<file path="src/rtl/ffmd_pkg.sv">
/*
 * Shared constants and carriers for the freefall/motion detector.
 * Assumes one sample of all three axes per output data tick, in two's complement,
 * scaled so that one threshold count equals one sample count.
 */
package ffmd_pkg;

    localparam int SAMPLE_W = 8;
    localparam int THS_W    = 7;
    localparam int CNT_W    = 8;
    localparam int NUM_AXES = 3;
    localparam int ADDR_W   = 8;
    localparam int DATA_W   = 32;

    // register indices; byte address is four times the index
    localparam logic [ADDR_W-1:0] IDX_CFG = 8'h15;
    localparam logic [ADDR_W-1:0] IDX_SRC = 8'h16;
    localparam logic [ADDR_W-1:0] IDX_THS = 8'h17;
    localparam logic [ADDR_W-1:0] IDX_CNT = 8'h18;
    localparam logic [ADDR_W-1:0] ADDR_CFG = ADDR_W'(IDX_CFG * 4);
    localparam logic [ADDR_W-1:0] ADDR_SRC = ADDR_W'(IDX_SRC * 4);
    localparam logic [ADDR_W-1:0] ADDR_THS = ADDR_W'(IDX_THS * 4);
    localparam logic [ADDR_W-1:0] ADDR_CNT = ADDR_W'(IDX_CNT * 4);

    // configuration fields
    localparam int CFG_LATCH_BIT = 7;
    localparam int CFG_SEL_BIT   = 6;
    localparam int CFG_EN_LSB    = 3;
    // source fields: axis a has its high flag at 2a+1 and polarity at 2a
    localparam int SRC_EA_BIT    = 7;
    // threshold register fields
    localparam int THS_MODE_BIT  = 7;

    localparam logic [7:0] CFG_RST = 8'h00;
    localparam logic [7:0] THS_RST = 8'h00;
    localparam logic [7:0] CNT_RST = 8'h00;

    typedef struct packed {
        logic [NUM_AXES-1:0][SAMPLE_W-1:0] axis;   // index 0 = x, 1 = y, 2 = z
    } ffmd_sample_s;

    typedef struct packed {
        logic                latch;
        logic                or_sel;
        logic [NUM_AXES-1:0] enable;
    } ffmd_cfg_s;

    typedef struct packed {
        logic [NUM_AXES-1:0] high;
        logic [NUM_AXES-1:0] neg;
    } ffmd_flags_s;

endpackage : ffmd_pkg

</file>
<file path="src/rtl/ffmd_axis_cmp.sv">
/*
 * One axis comparator: magnitude against the threshold, high/low and polarity.
 * Assumes a signed sample and an unsigned threshold; purely combinational.
 */
`timescale 1ns/1ps
`default_nettype none
module ffmd_axis_cmp #(
    parameter int SAMPLE_W = 8,
    parameter int THS_W    = 7
) (
    input  wire logic [SAMPLE_W-1:0] sample,
    input  wire logic [THS_W-1:0]    threshold,
    input  wire logic                enable,
    output logic                     high,
    output logic                     low,
    output logic                     neg
);
    logic [SAMPLE_W-1:0] magnitude;
    logic                above;

    // most negative code negates back to itself, 0x80, the largest magnitude
    assign magnitude = sample[SAMPLE_W-1] ? (~sample + SAMPLE_W'(1)) : sample;
    assign above     = (sample == {1'b1, {(SAMPLE_W-1){1'b0}}})
                     || (magnitude > SAMPLE_W'(threshold));
    assign high      = enable & above;
    assign low       = enable & ~above;
    assign neg       = high & sample[SAMPLE_W-1];

endmodule : ffmd_axis_cmp
`default_nettype wire

</file>
<file path="src/rtl/ffmd_debounce.sv">
/*
 * Debounce counter with saturation, decrement or clear on a false condition.
 * Assumes tick is a one-cycle pulse per output data sample.
 */
`timescale 1ns/1ps
`default_nettype none
module ffmd_debounce #(
    parameter int CNT_W = 8
) (
    input  wire logic             core_clk,
    input  wire logic             srst,
    input  wire logic             tick,
    input  wire logic             cond,
    input  wire logic             clr,
    input  wire logic             clear_mode,
    input  wire logic [CNT_W-1:0] target,
    output logic [CNT_W-1:0]      count,
    output logic [CNT_W-1:0]      next_count
);
    logic [CNT_W-1:0] eff_target;
    logic [CNT_W-1:0] stepped;

    // zero behaves as one so that at least one qualifying sample is needed
    assign eff_target = (target == '0) ? CNT_W'(1) : target;
    assign stepped = cond ? ((count >= eff_target) ? eff_target
                                                   : count + CNT_W'(1))
                   : (clear_mode ? '0
                                 : ((count == '0) ? '0 : count - CNT_W'(1)));
    assign next_count = clr ? '0 : (tick ? stepped : count);

    always_ff @(posedge core_clk) begin
        if (srst) begin
            count <= '0;
        end else begin
            count <= next_count;
        end
    end

endmodule : ffmd_debounce
`default_nettype wire

</file>
<file path="src/rtl/ffmd_top.sv">
/*
 * Freefall/motion detector: APB register file, per-axis compare, combine,
 * debounce, event-active flag and per-axis flags, live or latched.
 * Assumes sample_valid pulses once per output data sample with all axes
 * valid in that cycle; APB master follows the usual setup/access sequence.
 */
// What this block does
// combine select 0 ANDs enabled low conditions, 1 ORs enabled high ones
// all three axis enables cleared stops detection and clears the counter and an unlatched event flag
// only axes with their enable set take part in the evaluation
// freefall: every enabled axis magnitude at or below the threshold
// motion: any enabled axis magnitude strictly above the threshold
// event flag sets only once the counter reaches the programmed count
// unlatched, decrement mode: flag clears after counter decrements back
// unlatched, clear mode: flag drops with condition, rearms after full delay
// unlatched source reads have no side effects
// axis flags follow undebounced high status unless frozen by a latch
// latched: flag sets at count reached, holds until source read
// latched source read clears flag, all source bits and counter
// latched: axis flags freeze on event, resume after a source read
// config: latch bit7, select bit6, z/y/x enables bits5..3, rest zero
// decrement mode steps down to zero; clear mode zeroes at once
// counter saturates at the programmed count
// axis flags read zero while that axis is disabled
// polarity flag 0 for positive, 1 for negative acceleration
// counter advances once per sample while the condition holds
// a programmed count of zero needs one qualifying sample
`timescale 1ns/1ps
`default_nettype none
module ffmd_top #(
    parameter int CNT_W = ffmd_pkg::CNT_W
) (
    input  wire logic                          core_clk,
    input  wire logic                          srst,
    input  wire logic                          sample_valid,
    input  wire ffmd_pkg::ffmd_sample_s        sample,
    input  wire logic                          psel,
    input  wire logic                          penable,
    input  wire logic                          pwrite,
    input  wire logic [ffmd_pkg::ADDR_W-1:0]   paddr,
    input  wire logic [ffmd_pkg::DATA_W-1:0]   pwdata,
    output logic [ffmd_pkg::DATA_W-1:0]        prdata,
    output logic                               pready,
    output logic                               pslverr,
    output logic                               event_active_flag,
    output ffmd_pkg::ffmd_flags_s              axis_flags
);
    import ffmd_pkg::*;

    // register state
    ffmd_cfg_s           cfg;
    logic                debounce_clear_mode;
    logic [THS_W-1:0]    motion_threshold;
    logic [CNT_W-1:0]    debounce_target_count;
    logic                event_active;
    ffmd_flags_s         flags;

    // bus decode
    logic                setup_phase;
    logic                access_done;
    logic                wr_done;
    logic                rd_done;
    logic                hit_cfg;
    logic                hit_src;
    logic                hit_ths;
    logic                hit_cnt;
    logic                addr_mapped;
    logic [7:0]          cfg_byte;
    logic [7:0]          src_byte;
    logic [7:0]          ths_byte;
    logic [DATA_W-1:0]   next_prdata;
    logic                src_read;
    logic                latch_clear;

    // detection
    logic [NUM_AXES-1:0] axis_high;
    logic [NUM_AXES-1:0] axis_low;
    logic [NUM_AXES-1:0] axis_neg;
    logic                any_enabled;
    logic                and_cond;
    logic                or_cond;
    logic                cond;
    logic [CNT_W-1:0]    dbc_next;
    logic [CNT_W-1:0]    eff_target;
    logic                reach;
    logic                next_event_active;
    ffmd_flags_s         live_flags;
    ffmd_flags_s         next_flags;
    logic                frozen;

    // the slave answers one cycle after setup, so setup always sees pready low
    assign setup_phase = psel & ~penable;
    assign access_done = psel & penable & pready;
    assign wr_done     = access_done & pwrite;
    assign rd_done     = access_done & ~pwrite;

    assign hit_cfg     = (paddr == ADDR_CFG);
    assign hit_src     = (paddr == ADDR_SRC);
    assign hit_ths     = (paddr == ADDR_THS);
    assign hit_cnt     = (paddr == ADDR_CNT);
    assign addr_mapped = hit_cfg | hit_src | hit_ths | hit_cnt;

    assign cfg_byte = {cfg.latch, cfg.or_sel, cfg.enable, 3'b000};
    // disabled axes read zero even when their flags were frozen
    assign src_byte = {event_active, 1'b0,
                       flags.high[2] & cfg.enable[2], flags.neg[2] & cfg.enable[2],
                       flags.high[1] & cfg.enable[1], flags.neg[1] & cfg.enable[1],
                       flags.high[0] & cfg.enable[0], flags.neg[0] & cfg.enable[0]};
    assign ths_byte = {debounce_clear_mode, motion_threshold};

    assign next_prdata = hit_cfg ? {24'h000000, cfg_byte}
                       : hit_src ? {24'h000000, src_byte}
                       : hit_ths ? {24'h000000, ths_byte}
                       : hit_cnt ? {{(DATA_W-CNT_W){1'b0}}, debounce_target_count}
                       : '0;

    // only a completed read of the source register has an effect, and only when latching
    assign src_read    = rd_done & hit_src;
    assign latch_clear = src_read & cfg.latch;

    always_ff @(posedge core_clk) begin
        if (srst) begin
            pready  <= 1'b0;
            pslverr <= 1'b0;
            prdata  <= '0;
        end else begin
            pready  <= setup_phase;
            pslverr <= setup_phase & ~addr_mapped;
            prdata  <= setup_phase ? next_prdata : prdata;
        end
    end

    always_ff @(posedge core_clk) begin
        if (srst) begin
            cfg <= ffmd_cfg_s'(CFG_RST[7:3]);
        end else if (wr_done && hit_cfg) begin
            cfg.latch  <= pwdata[CFG_LATCH_BIT];
            cfg.or_sel <= pwdata[CFG_SEL_BIT];
            cfg.enable <= pwdata[CFG_EN_LSB +: NUM_AXES];
        end
    end

    always_ff @(posedge core_clk) begin
        if (srst) begin
            debounce_clear_mode <= THS_RST[THS_MODE_BIT];
            motion_threshold    <= THS_RST[THS_W-1:0];
        end else if (wr_done && hit_ths) begin
            debounce_clear_mode <= pwdata[THS_MODE_BIT];
            motion_threshold    <= pwdata[THS_W-1:0];
        end
    end

    always_ff @(posedge core_clk) begin
        if (srst) begin
            debounce_target_count <= CNT_RST[CNT_W-1:0];
        end else if (wr_done && hit_cnt) begin
            debounce_target_count <= pwdata[CNT_W-1:0];
        end
    end

    // per-axis compare
    genvar a;
    generate
        for (a = 0; a < NUM_AXES; a++) begin : g_axis
            ffmd_axis_cmp #(
                .SAMPLE_W (SAMPLE_W),
                .THS_W    (THS_W)
            ) u_cmp (
                .sample    (sample.axis[a]),
                .threshold (motion_threshold),
                .enable    (cfg.enable[a]),
                .high      (axis_high[a]),
                .low       (axis_low[a]),
                .neg       (axis_neg[a])
            );
        end
    endgenerate

    assign any_enabled = |cfg.enable;
    // disabled axes count as satisfied in the AND so only enabled ones decide
    assign and_cond    = any_enabled & (&(axis_low | ~cfg.enable));
    assign or_cond     = |axis_high;
    assign cond        = cfg.or_sel ? or_cond : and_cond;

    ffmd_debounce #(
        .CNT_W (CNT_W)
    ) u_debounce (
        .core_clk   (core_clk),
        .srst       (srst),
        .tick       (sample_valid),
        .cond       (cond),
        .clr        (latch_clear | ~any_enabled),
        .clear_mode (debounce_clear_mode),
        .target     (debounce_target_count),
        .count      (),
        .next_count (dbc_next)
    );

    assign eff_target = (debounce_target_count == '0) ? CNT_W'(1)
                                                      : debounce_target_count;
    assign reach      = sample_valid & cond & (dbc_next == eff_target);

    // unlatched, the flag falls when the counter is back at zero: after the full
    // decrement in one mode, at once in the other since the counter clears
    always_comb begin
        next_event_active = event_active;
        if (!any_enabled && !cfg.latch) begin
            next_event_active = 1'b0;
        end else if (latch_clear) begin
            next_event_active = 1'b0;
        end else if (reach) begin
            next_event_active = 1'b1;
        end else if (!cfg.latch && dbc_next == '0) begin
            next_event_active = 1'b0;
        end
    end

    always_ff @(posedge core_clk) begin
        if (srst) begin
            event_active <= 1'b0;
        end else begin
            event_active <= next_event_active;
        end
    end

    assign live_flags.high = axis_high;
    assign live_flags.neg  = axis_neg;
    assign frozen          = cfg.latch & event_active;

    always_comb begin
        next_flags = flags;
        if (latch_clear) begin
            next_flags = '0;
        end else if (sample_valid && !frozen) begin
            next_flags = live_flags;
        end
    end

    always_ff @(posedge core_clk) begin
        if (srst) begin
            flags <= '0;
        end else begin
            flags <= next_flags;
        end
    end

    // pin copies of the source state, one cycle behind the internal flops
    always_ff @(posedge core_clk) begin
        if (srst) begin
            event_active_flag <= 1'b0;
            axis_flags        <= '0;
        end else begin
            event_active_flag <= event_active;
            axis_flags.high   <= flags.high & cfg.enable;
            axis_flags.neg    <= flags.neg & cfg.enable;
        end
    end

endmodule : ffmd_top
`default_nettype wire

</file>
<file path="config.mk">
export PLATFORM = sky130hd
export DESIGN_NAME = ffmd_top
export DESIGN_NICKNAME = d
export VERILOG_FILES = /design/src/rtl/ffmd_pkg.sv /design/src/rtl/ffmd_axis_cmp.sv /design/src/rtl/ffmd_debounce.sv /design/src/rtl/ffmd_top.sv
export SDC_FILE = /design/constraint.sdc
export NUM_CORES = 1
export LEC_CHECK = 0
export BUFFER_PORTS_ARGS = -buffer_cell sky130_fd_sc_hd__clkbuf_2
export CAP_MARGIN = 15
export CELL_PAD_IN_SITES_DETAIL_PLACEMENT = 0
export CELL_PAD_IN_SITES_GLOBAL_PLACEMENT = 1
export CORE_UTILIZATION = 40
export CTS_CLUSTER_SIZE = 28
export DETAILED_ROUTE_END_ITERATION = 8
export GPL_ROUTABILITY_DRIVEN = 0
export GPL_TIMING_DRIVEN = 0
export MAX_ROUTING_LAYER = met4
export PLACE_DENSITY_LB_ADDON = 0.3
export SYNTH_ARGS = -nofsm -noshare
export SYNTH_HDL_FRONTEND = slang
export SYNTH_SLANG_ARGS = --single-unit
</file>
<file path="constraint.sdc">
create_clock -name core_clk -period 5.33 [get_ports core_clk]
set_clock_uncertainty 0.15 [all_clocks]
set_input_delay 1.066 -clock core_clk [delete_from_list [all_inputs] [get_ports core_clk]]
set_output_delay 1.066 -clock core_clk [all_outputs]
set_load 0.02 [all_outputs]
</file>
### Word-level counts from Yosys, hierarchy flattened

Cells that the tools add are included.

| storage, ports and cells | value |
|---|---|
| bits in registers | 77 |
| output and inout port bits | 41 |
| word-level logic and storage cells | 116 |

| operators by class | value |
|---|---|
| $add $sub $neg | 5 |
| magnitude comparators | 4 |
| eq/ne operators | 8 |
| muxes and demuxes | 17 |
| bitwise gates (word level) | 45 |
| reduce and logical (&&, ||, !) cells | 21 |

Operator list:

| cell | count |
|---|---|
| two-way mux 8 bit | 14 |
| adder 8 x 1 -> 8 bit (second input constant) | 4 |
| equality test 8 x 7 -> 1 bit (second input constant) | 4 |
| bitwise AND 1 bit | 27 |
| equality test 8 bit (second input constant) | 3 |
| > comparator 8 x 7 -> 1 bit | 3 |
| zero test 8 bit | 3 |
| NOT 8 bit | 3 |
| OR reduction 3 bit | 3 |
| equality test 8 bit | 1 |
| >= comparator 8 bit | 1 |
| subtractor 8 x 1 -> 8 bit (second input constant) | 1 |
| NOT 1 bit | 7 |
| bitwise AND 3 bit | 2 |
| logical AND 1 bit | 6 |
| OR 1 bit | 4 |
| zero test 1 bit | 3 |
| logical OR 1 bit | 3 |
| two-way mux 1 bit | 3 |
| NOT 3 bit | 1 |
| OR 3 bit | 1 |
| AND reduction 3 bit | 1 |
| nonzero test 2 bit | 1 |
| OR reduction 2 bit | 1 |

### Longest topological paths before layout

| depth | value |
|---|---|
| depth in word-level cells | 18 |
| gate-level depth with buffers | 16 |
| depth with buffers taken out | 16 |

### Modules after synthesis

From an unflattened synthesis, not the netlist that was laid out.

| second synthesis, totals | value |
|---|---|
| cells, all modules | 537 |
| area, all modules | 4418.0 µm² |

By module, submodules not included:

| module | instances | cells an instance | area each (µm²) | sequential area each (µm²) |
|---|---|---|---|---|
| ffmd_top | 1 | 245 | 2233.4 | 900.9 |
| ffmd_axis_cmp | 3 | 50 | 371.6 | 0.0 |
| ffmd_debounce | 1 | 142 | 1069.8 | 160.2 |

### Worst setup path before layout

No wires, ideal clock.

| timing path | value |
|---|---|
| path kind | input-to-reg |
| start point | in sample[16] in the netlist's numbering |
| end point | reg event_active |
| arrival | 3.867 ns |
| data required time | 5.093 ns |
| setup slack | 1.226 ns |
| cell stages on the path | 15 |
| path buffers | 0 |
| cells stage by stage | inv_1 -> ha_1 -> nand2b_1 -> xnor2_1 -> ha_1 -> nand4_1 -> nor2_2 -> a211oi_1 -> o31a_4 -> o31a_1 -> o41ai_2 -> o221ai_2 -> nor4b_1 -> a311o_1 -> o31ai_1 |

| between the ends | value |
|---|---|
| cells in the longest elaborated chain, start to end | 17 |
| elaborated cells on any way between the ends | 24 |

Ends and longest elaborated chain:

| what | RTL line | source |
|---|---|---|
| from (decl) | ffmd_top.sv:36 | `input wire ffmd_pkg::ffmd_sample_s sample,` |
| NOT 8 bit | ffmd_axis_cmp.sv:22 | `assign magnitude = sample[SAMPLE_W-1] ? (~sample + SAMPLE_W'(1)) : sample;` |
| adder 8 x 1 -> 8 bit | ffmd_axis_cmp.sv:22 |  |
| two-way mux 8 bit | ffmd_axis_cmp.sv:22 |  |
| > comparator 8 x 7 -> 1 bit | ffmd_axis_cmp.sv:24 | `\|\| (magnitude > SAMPLE_W'(threshold));` |
| logical OR 1 bit * | ffmd_axis_cmp.sv:24 |  |
| NOT 1 bit | ffmd_axis_cmp.sv:26 | `assign low = enable & ~above;` |
| bitwise AND 1 bit | ffmd_axis_cmp.sv:26 |  |
| OR 3 bit | ffmd_top.sv:181 | `assign and_cond = any_enabled & (&(axis_low \| ~cfg.enable));` |
| AND reduction 3 bit | ffmd_top.sv:181 |  |
| bitwise AND 1 bit | ffmd_top.sv:181 |  |
| two-way mux 1 bit * | ffmd_top.sv:183 | `assign cond = cfg.or_sel ? or_cond : and_cond;` |
| two-way mux 8 bit | ffmd_debounce.sv:25 | `assign stepped = cond ? ((count >= eff_target) ? eff_target` |
| two-way mux 8 bit (2 in a row) | ffmd_debounce.sv:29 | `assign next_count = clr ? '0 : (tick ? stepped : count);` |
| equality test 8 bit / zero test 8 bit (equally long branches) | ffmd_top.sv:201, ffmd_top.sv:213 |  |
| bitwise AND 1 bit / logical AND 1 bit (equally long branches) | ffmd_top.sv:201, ffmd_top.sv:213 |  |
| two-way mux 1 bit / nonzero test 2 bit (equally long branches) | n/a |  |
| to (signal assigned) | ffmd_top.sv:222 | `event_active <= next_event_active;` |
| to (decl) | ffmd_top.sv:55 | `logic event_active;` |

Every way passes the cells marked *; elsewhere a longest branch is shown, timed or not.
A chain may end at the register's enable or synchronous reset.

### Worst setup path after layout

Same ends and word-level chain as after synthesis.

==> impl_metrics.py <==
metrics = {
    "outcome": {
        "outcome": "finished clean",
    },
    "setup_path": {
        "critical_path_class": "input pin to flop",
        "cpMaxStageDelayCell": "o31ai_1",
        "crit_fanout": 5,
        "crit_arrival_ns": 4.53,
        "endpoint_kind": "flop",
        "path_cells": "clkbuf_2 -> inv_1 -> ha_1 -> nand2b_1 -> xnor2_1 -> ha_1 -> nand4_1 -> nor2_2 -> a211oi_1 -> o31ai_1 -> nand4_1 -> a221oi_1 -> o221ai_2 -> nor4b_1 -> a311o_1 -> o31ai_1",
        "crit_path_start_kind": "input pin",
        "critPathMaxStageDelay_ns": 0.59,
        "cp.required_ns": 5.40,
    },
    "synthesis": {
        "syn_inst": 535,
        "synth_area_sq_mm": 0.004385,
        "avgSynthCellArea_sq_um": 8.197,
        "synth_top_area_frac": 0.2419,
        "ys_ff_latch": 53,
        "synthDistinctLibCells": 76,
        "synth.largest_area_cell": "dfxtp_1",
        "synth_edf_count": 0,
        "ys_top_cells_by_area": "dfxtp_1 24%, ha_1 10%, mux2i_1 5.9%",
        "yosysSeqAreaShare": 0.2419,
        "synth_warnings": 0,
        "synthArstFlopShare": 0,
        "ys.flop_type": "dfxtp_1",
    },
    "sta": {
        "hold_violations": 0,
        "period_needed_ns": 4.461,
        "fmaxAchievable_mhz": 224.2,
        "period_share": 0.8369,
        "worst_pin_slew_ns": 0.9042,
        "relSlewSlack": 0.3922,
        "finalSetupViolCount": 0,
        "slew_viol_final": 0,
        "rsz0062_at_grt": "false",
        "timing.setup.tns_ns": 0,
    },
    "finish": {
        "syn_to_final_growth_pct": 15.12,
        "layout.nets": 728,
        "fin_area_sq_mm": 0.005049,
        "fillers": 1077,
        "final_cell_mix": "58 x clkbuf_2, 56 x nor2_1, 53 x dfxtp_1",
        "mostFrequentLayoutCell": "clkbuf_2",
        "ff_latch_area_sq_mm": 0.001061,
        "antenna_cells": 0,
        "multiInputGateArea_sq_mm": 0.003017,
        "drive_above_1_share": 0.2035,
    },
    "die": {
        "die_w_microns": 106.7,
        "rows": 37,
        "dieArea_sq_mm": 0.01139,
        "ios": 111,
        "fp.dieH_microns": 106.7,
        "core_area_sq_mm": 0.01046,
        "start_util": 0.4192,
    },
    "power": {
        "p_leak_nw": 2.162,
        "ir_worst_vdd_mv": 0.1378,
        "pwr_density_cell_mw_per_mm2": 168.5,
    },
    "cts": {
        "path_clk_slew_ns": 0.10,
        "cts_buffers": 5,
        "cts-root-buf": "clkbuf_8",
        "clockBufferDepth": 2,
        "cts_setup_buffers": 0,
        "h-tree-depth": 2,
        "clock_sinks": 53,
        "hold_buffers": 0,
        "cts_resized": 0,
        "cts_tree": "yes",
        "clk_latency_ns": 0.30,
    },
    "grt": {
        "grt_max_degree": 16,
        "antenna_found_initial": 0,
        "grt_pass1_vias": 3866,
        "grt_pass1_wl_microns": 19200,
        "track_usage": 0.2180,
        "grt-ovfl-total": 0,
    },
    "run": {
        "maxCapViolCount": 0,
    },
    "drt": {
        "drt_iter0_drc": 262,
        "avgViaCountPerCell": 5.442,
        "firstDrtPassIters": 5,
        "drc": 0,
        "num_vias": 4136,
        "wire_per_inst_microns": 15.51,
        "drt_wl_total_microns": 11790,
        "detail-route-antenna-nets": 0,
    },
    "placed_design": {
        "dp_hpwl_microns": 9593,
        "place_area_sq_mm": 0.004932,
        "io_buffer_count": 58,
    },
    "min_path": {
        "hp-class": "flop to flop",
    },
}
[path summary, 6_finish.rpt]
check | start | to | slack [ns] | cells past startpoint
max reg2reg | debounce_target_count[2] | event_active | 1.19 | 14
max | sample[16] | event_active | 0.87 | 16
min | flags[3] | flags[3] | 0.34 | 2
min reg2reg | flags[3] | flags[3] | 0.34 | 2
[where the power goes]
| group | internal (mW) | total, mW | switching [mW] |
|---|---|---|---|
| Sequential | 0.400 | 0.402 | 0.00228 |
| Clock | 0.153 | 0.282 | 0.129 |
| Combinational | 0.0701 | 0.166 | 0.0959 |
[stage by stage]
stage                 util  hold WS (ns)  instances  power, mW  setup WS, ns
floorplan                -        0.2908        558     0.5293         1.226
global placement    0.4714        0.3257        752     0.5727        0.6700
detailed placement  0.4714        0.3334        752     0.5773        0.6264
CTS                 0.4825        0.3465        760     0.8526        0.9214
global route        0.4825        0.3593        760     0.8880        0.6354
finish              0.4825        0.3443        760     0.8507        0.8694
[registers in the layout, summed over array words and instances, names as in the netlist]
name and flops:
debounce_target_count 8, prdata 8, u_debounce.count 8, motion_threshold 7, axis_flags 6, flags 6
cfg 5, debounce_clear_mode 1, event_active 1, event_active_flag 1, pready 1, pslverr 1
[critical path: cells and delay by family]
kind,cells,cell delay (ns)
compound gates,6,1.75
xor+xnor,1,0.14
buf+inv,2,0.16
simple gates,5,0.87
fa+ha+maj,2,0.55
[layer usage]
metal	wire length, microns	global-route usage
met1	5465	0.2813
met2	5424	0.3590
met3	747	0.03526
met4	153	0.04697
met5	0	-
[final cells by class]
class | instances | share of cell area
Multi-Input combinational cell | 429 | 0.5975
Clock buffer | 7 | 0.01710
Inverter | 28 | 0.02082
Tap cell | 136 | 0.03371
Clock inverter | 1 | 0.005948
Buffer | 48 | 0.05725
Sequential cell | 53 | 0.2102
Timing Repair Buffer | 58 | 0.05750
[cell usage after synthesis, types with 8 or more instances]
cell type  count
buf_4         24
nor2_1        56
nor3_1        11
nand2_1       44
a21o_1         8
inv_1         28
a21oi_1       23
nand3_1       17
dfxtp_1       53
xnor2_1       24
nand2b_1       8
ha_1          35
nor2b_1       13
clkbuf_1      16
o21ai_0       19
mux2i_1       26
[kinds of logic after synthesis]
| logic type | count (synthesis) | synth area share |
|---|---|---|
| AND/OR/NAND/NOR | 197 | 0.2437 |
| other | 1 | 0.0008551 |
| XOR/XNOR | 27 | 0.05392 |
| flip-flops | 53 | 0.2419 |
| AO/OA/AOI/OAI | 118 | 0.2054 |
| adder cells (fa/ha/maj) | 35 | 0.09986 |
| multiplexers | 28 | 0.06448 |
| buffers and inverters | 76 | 0.08987 |
No activity file was read; power rests on OpenSTA's default activity.
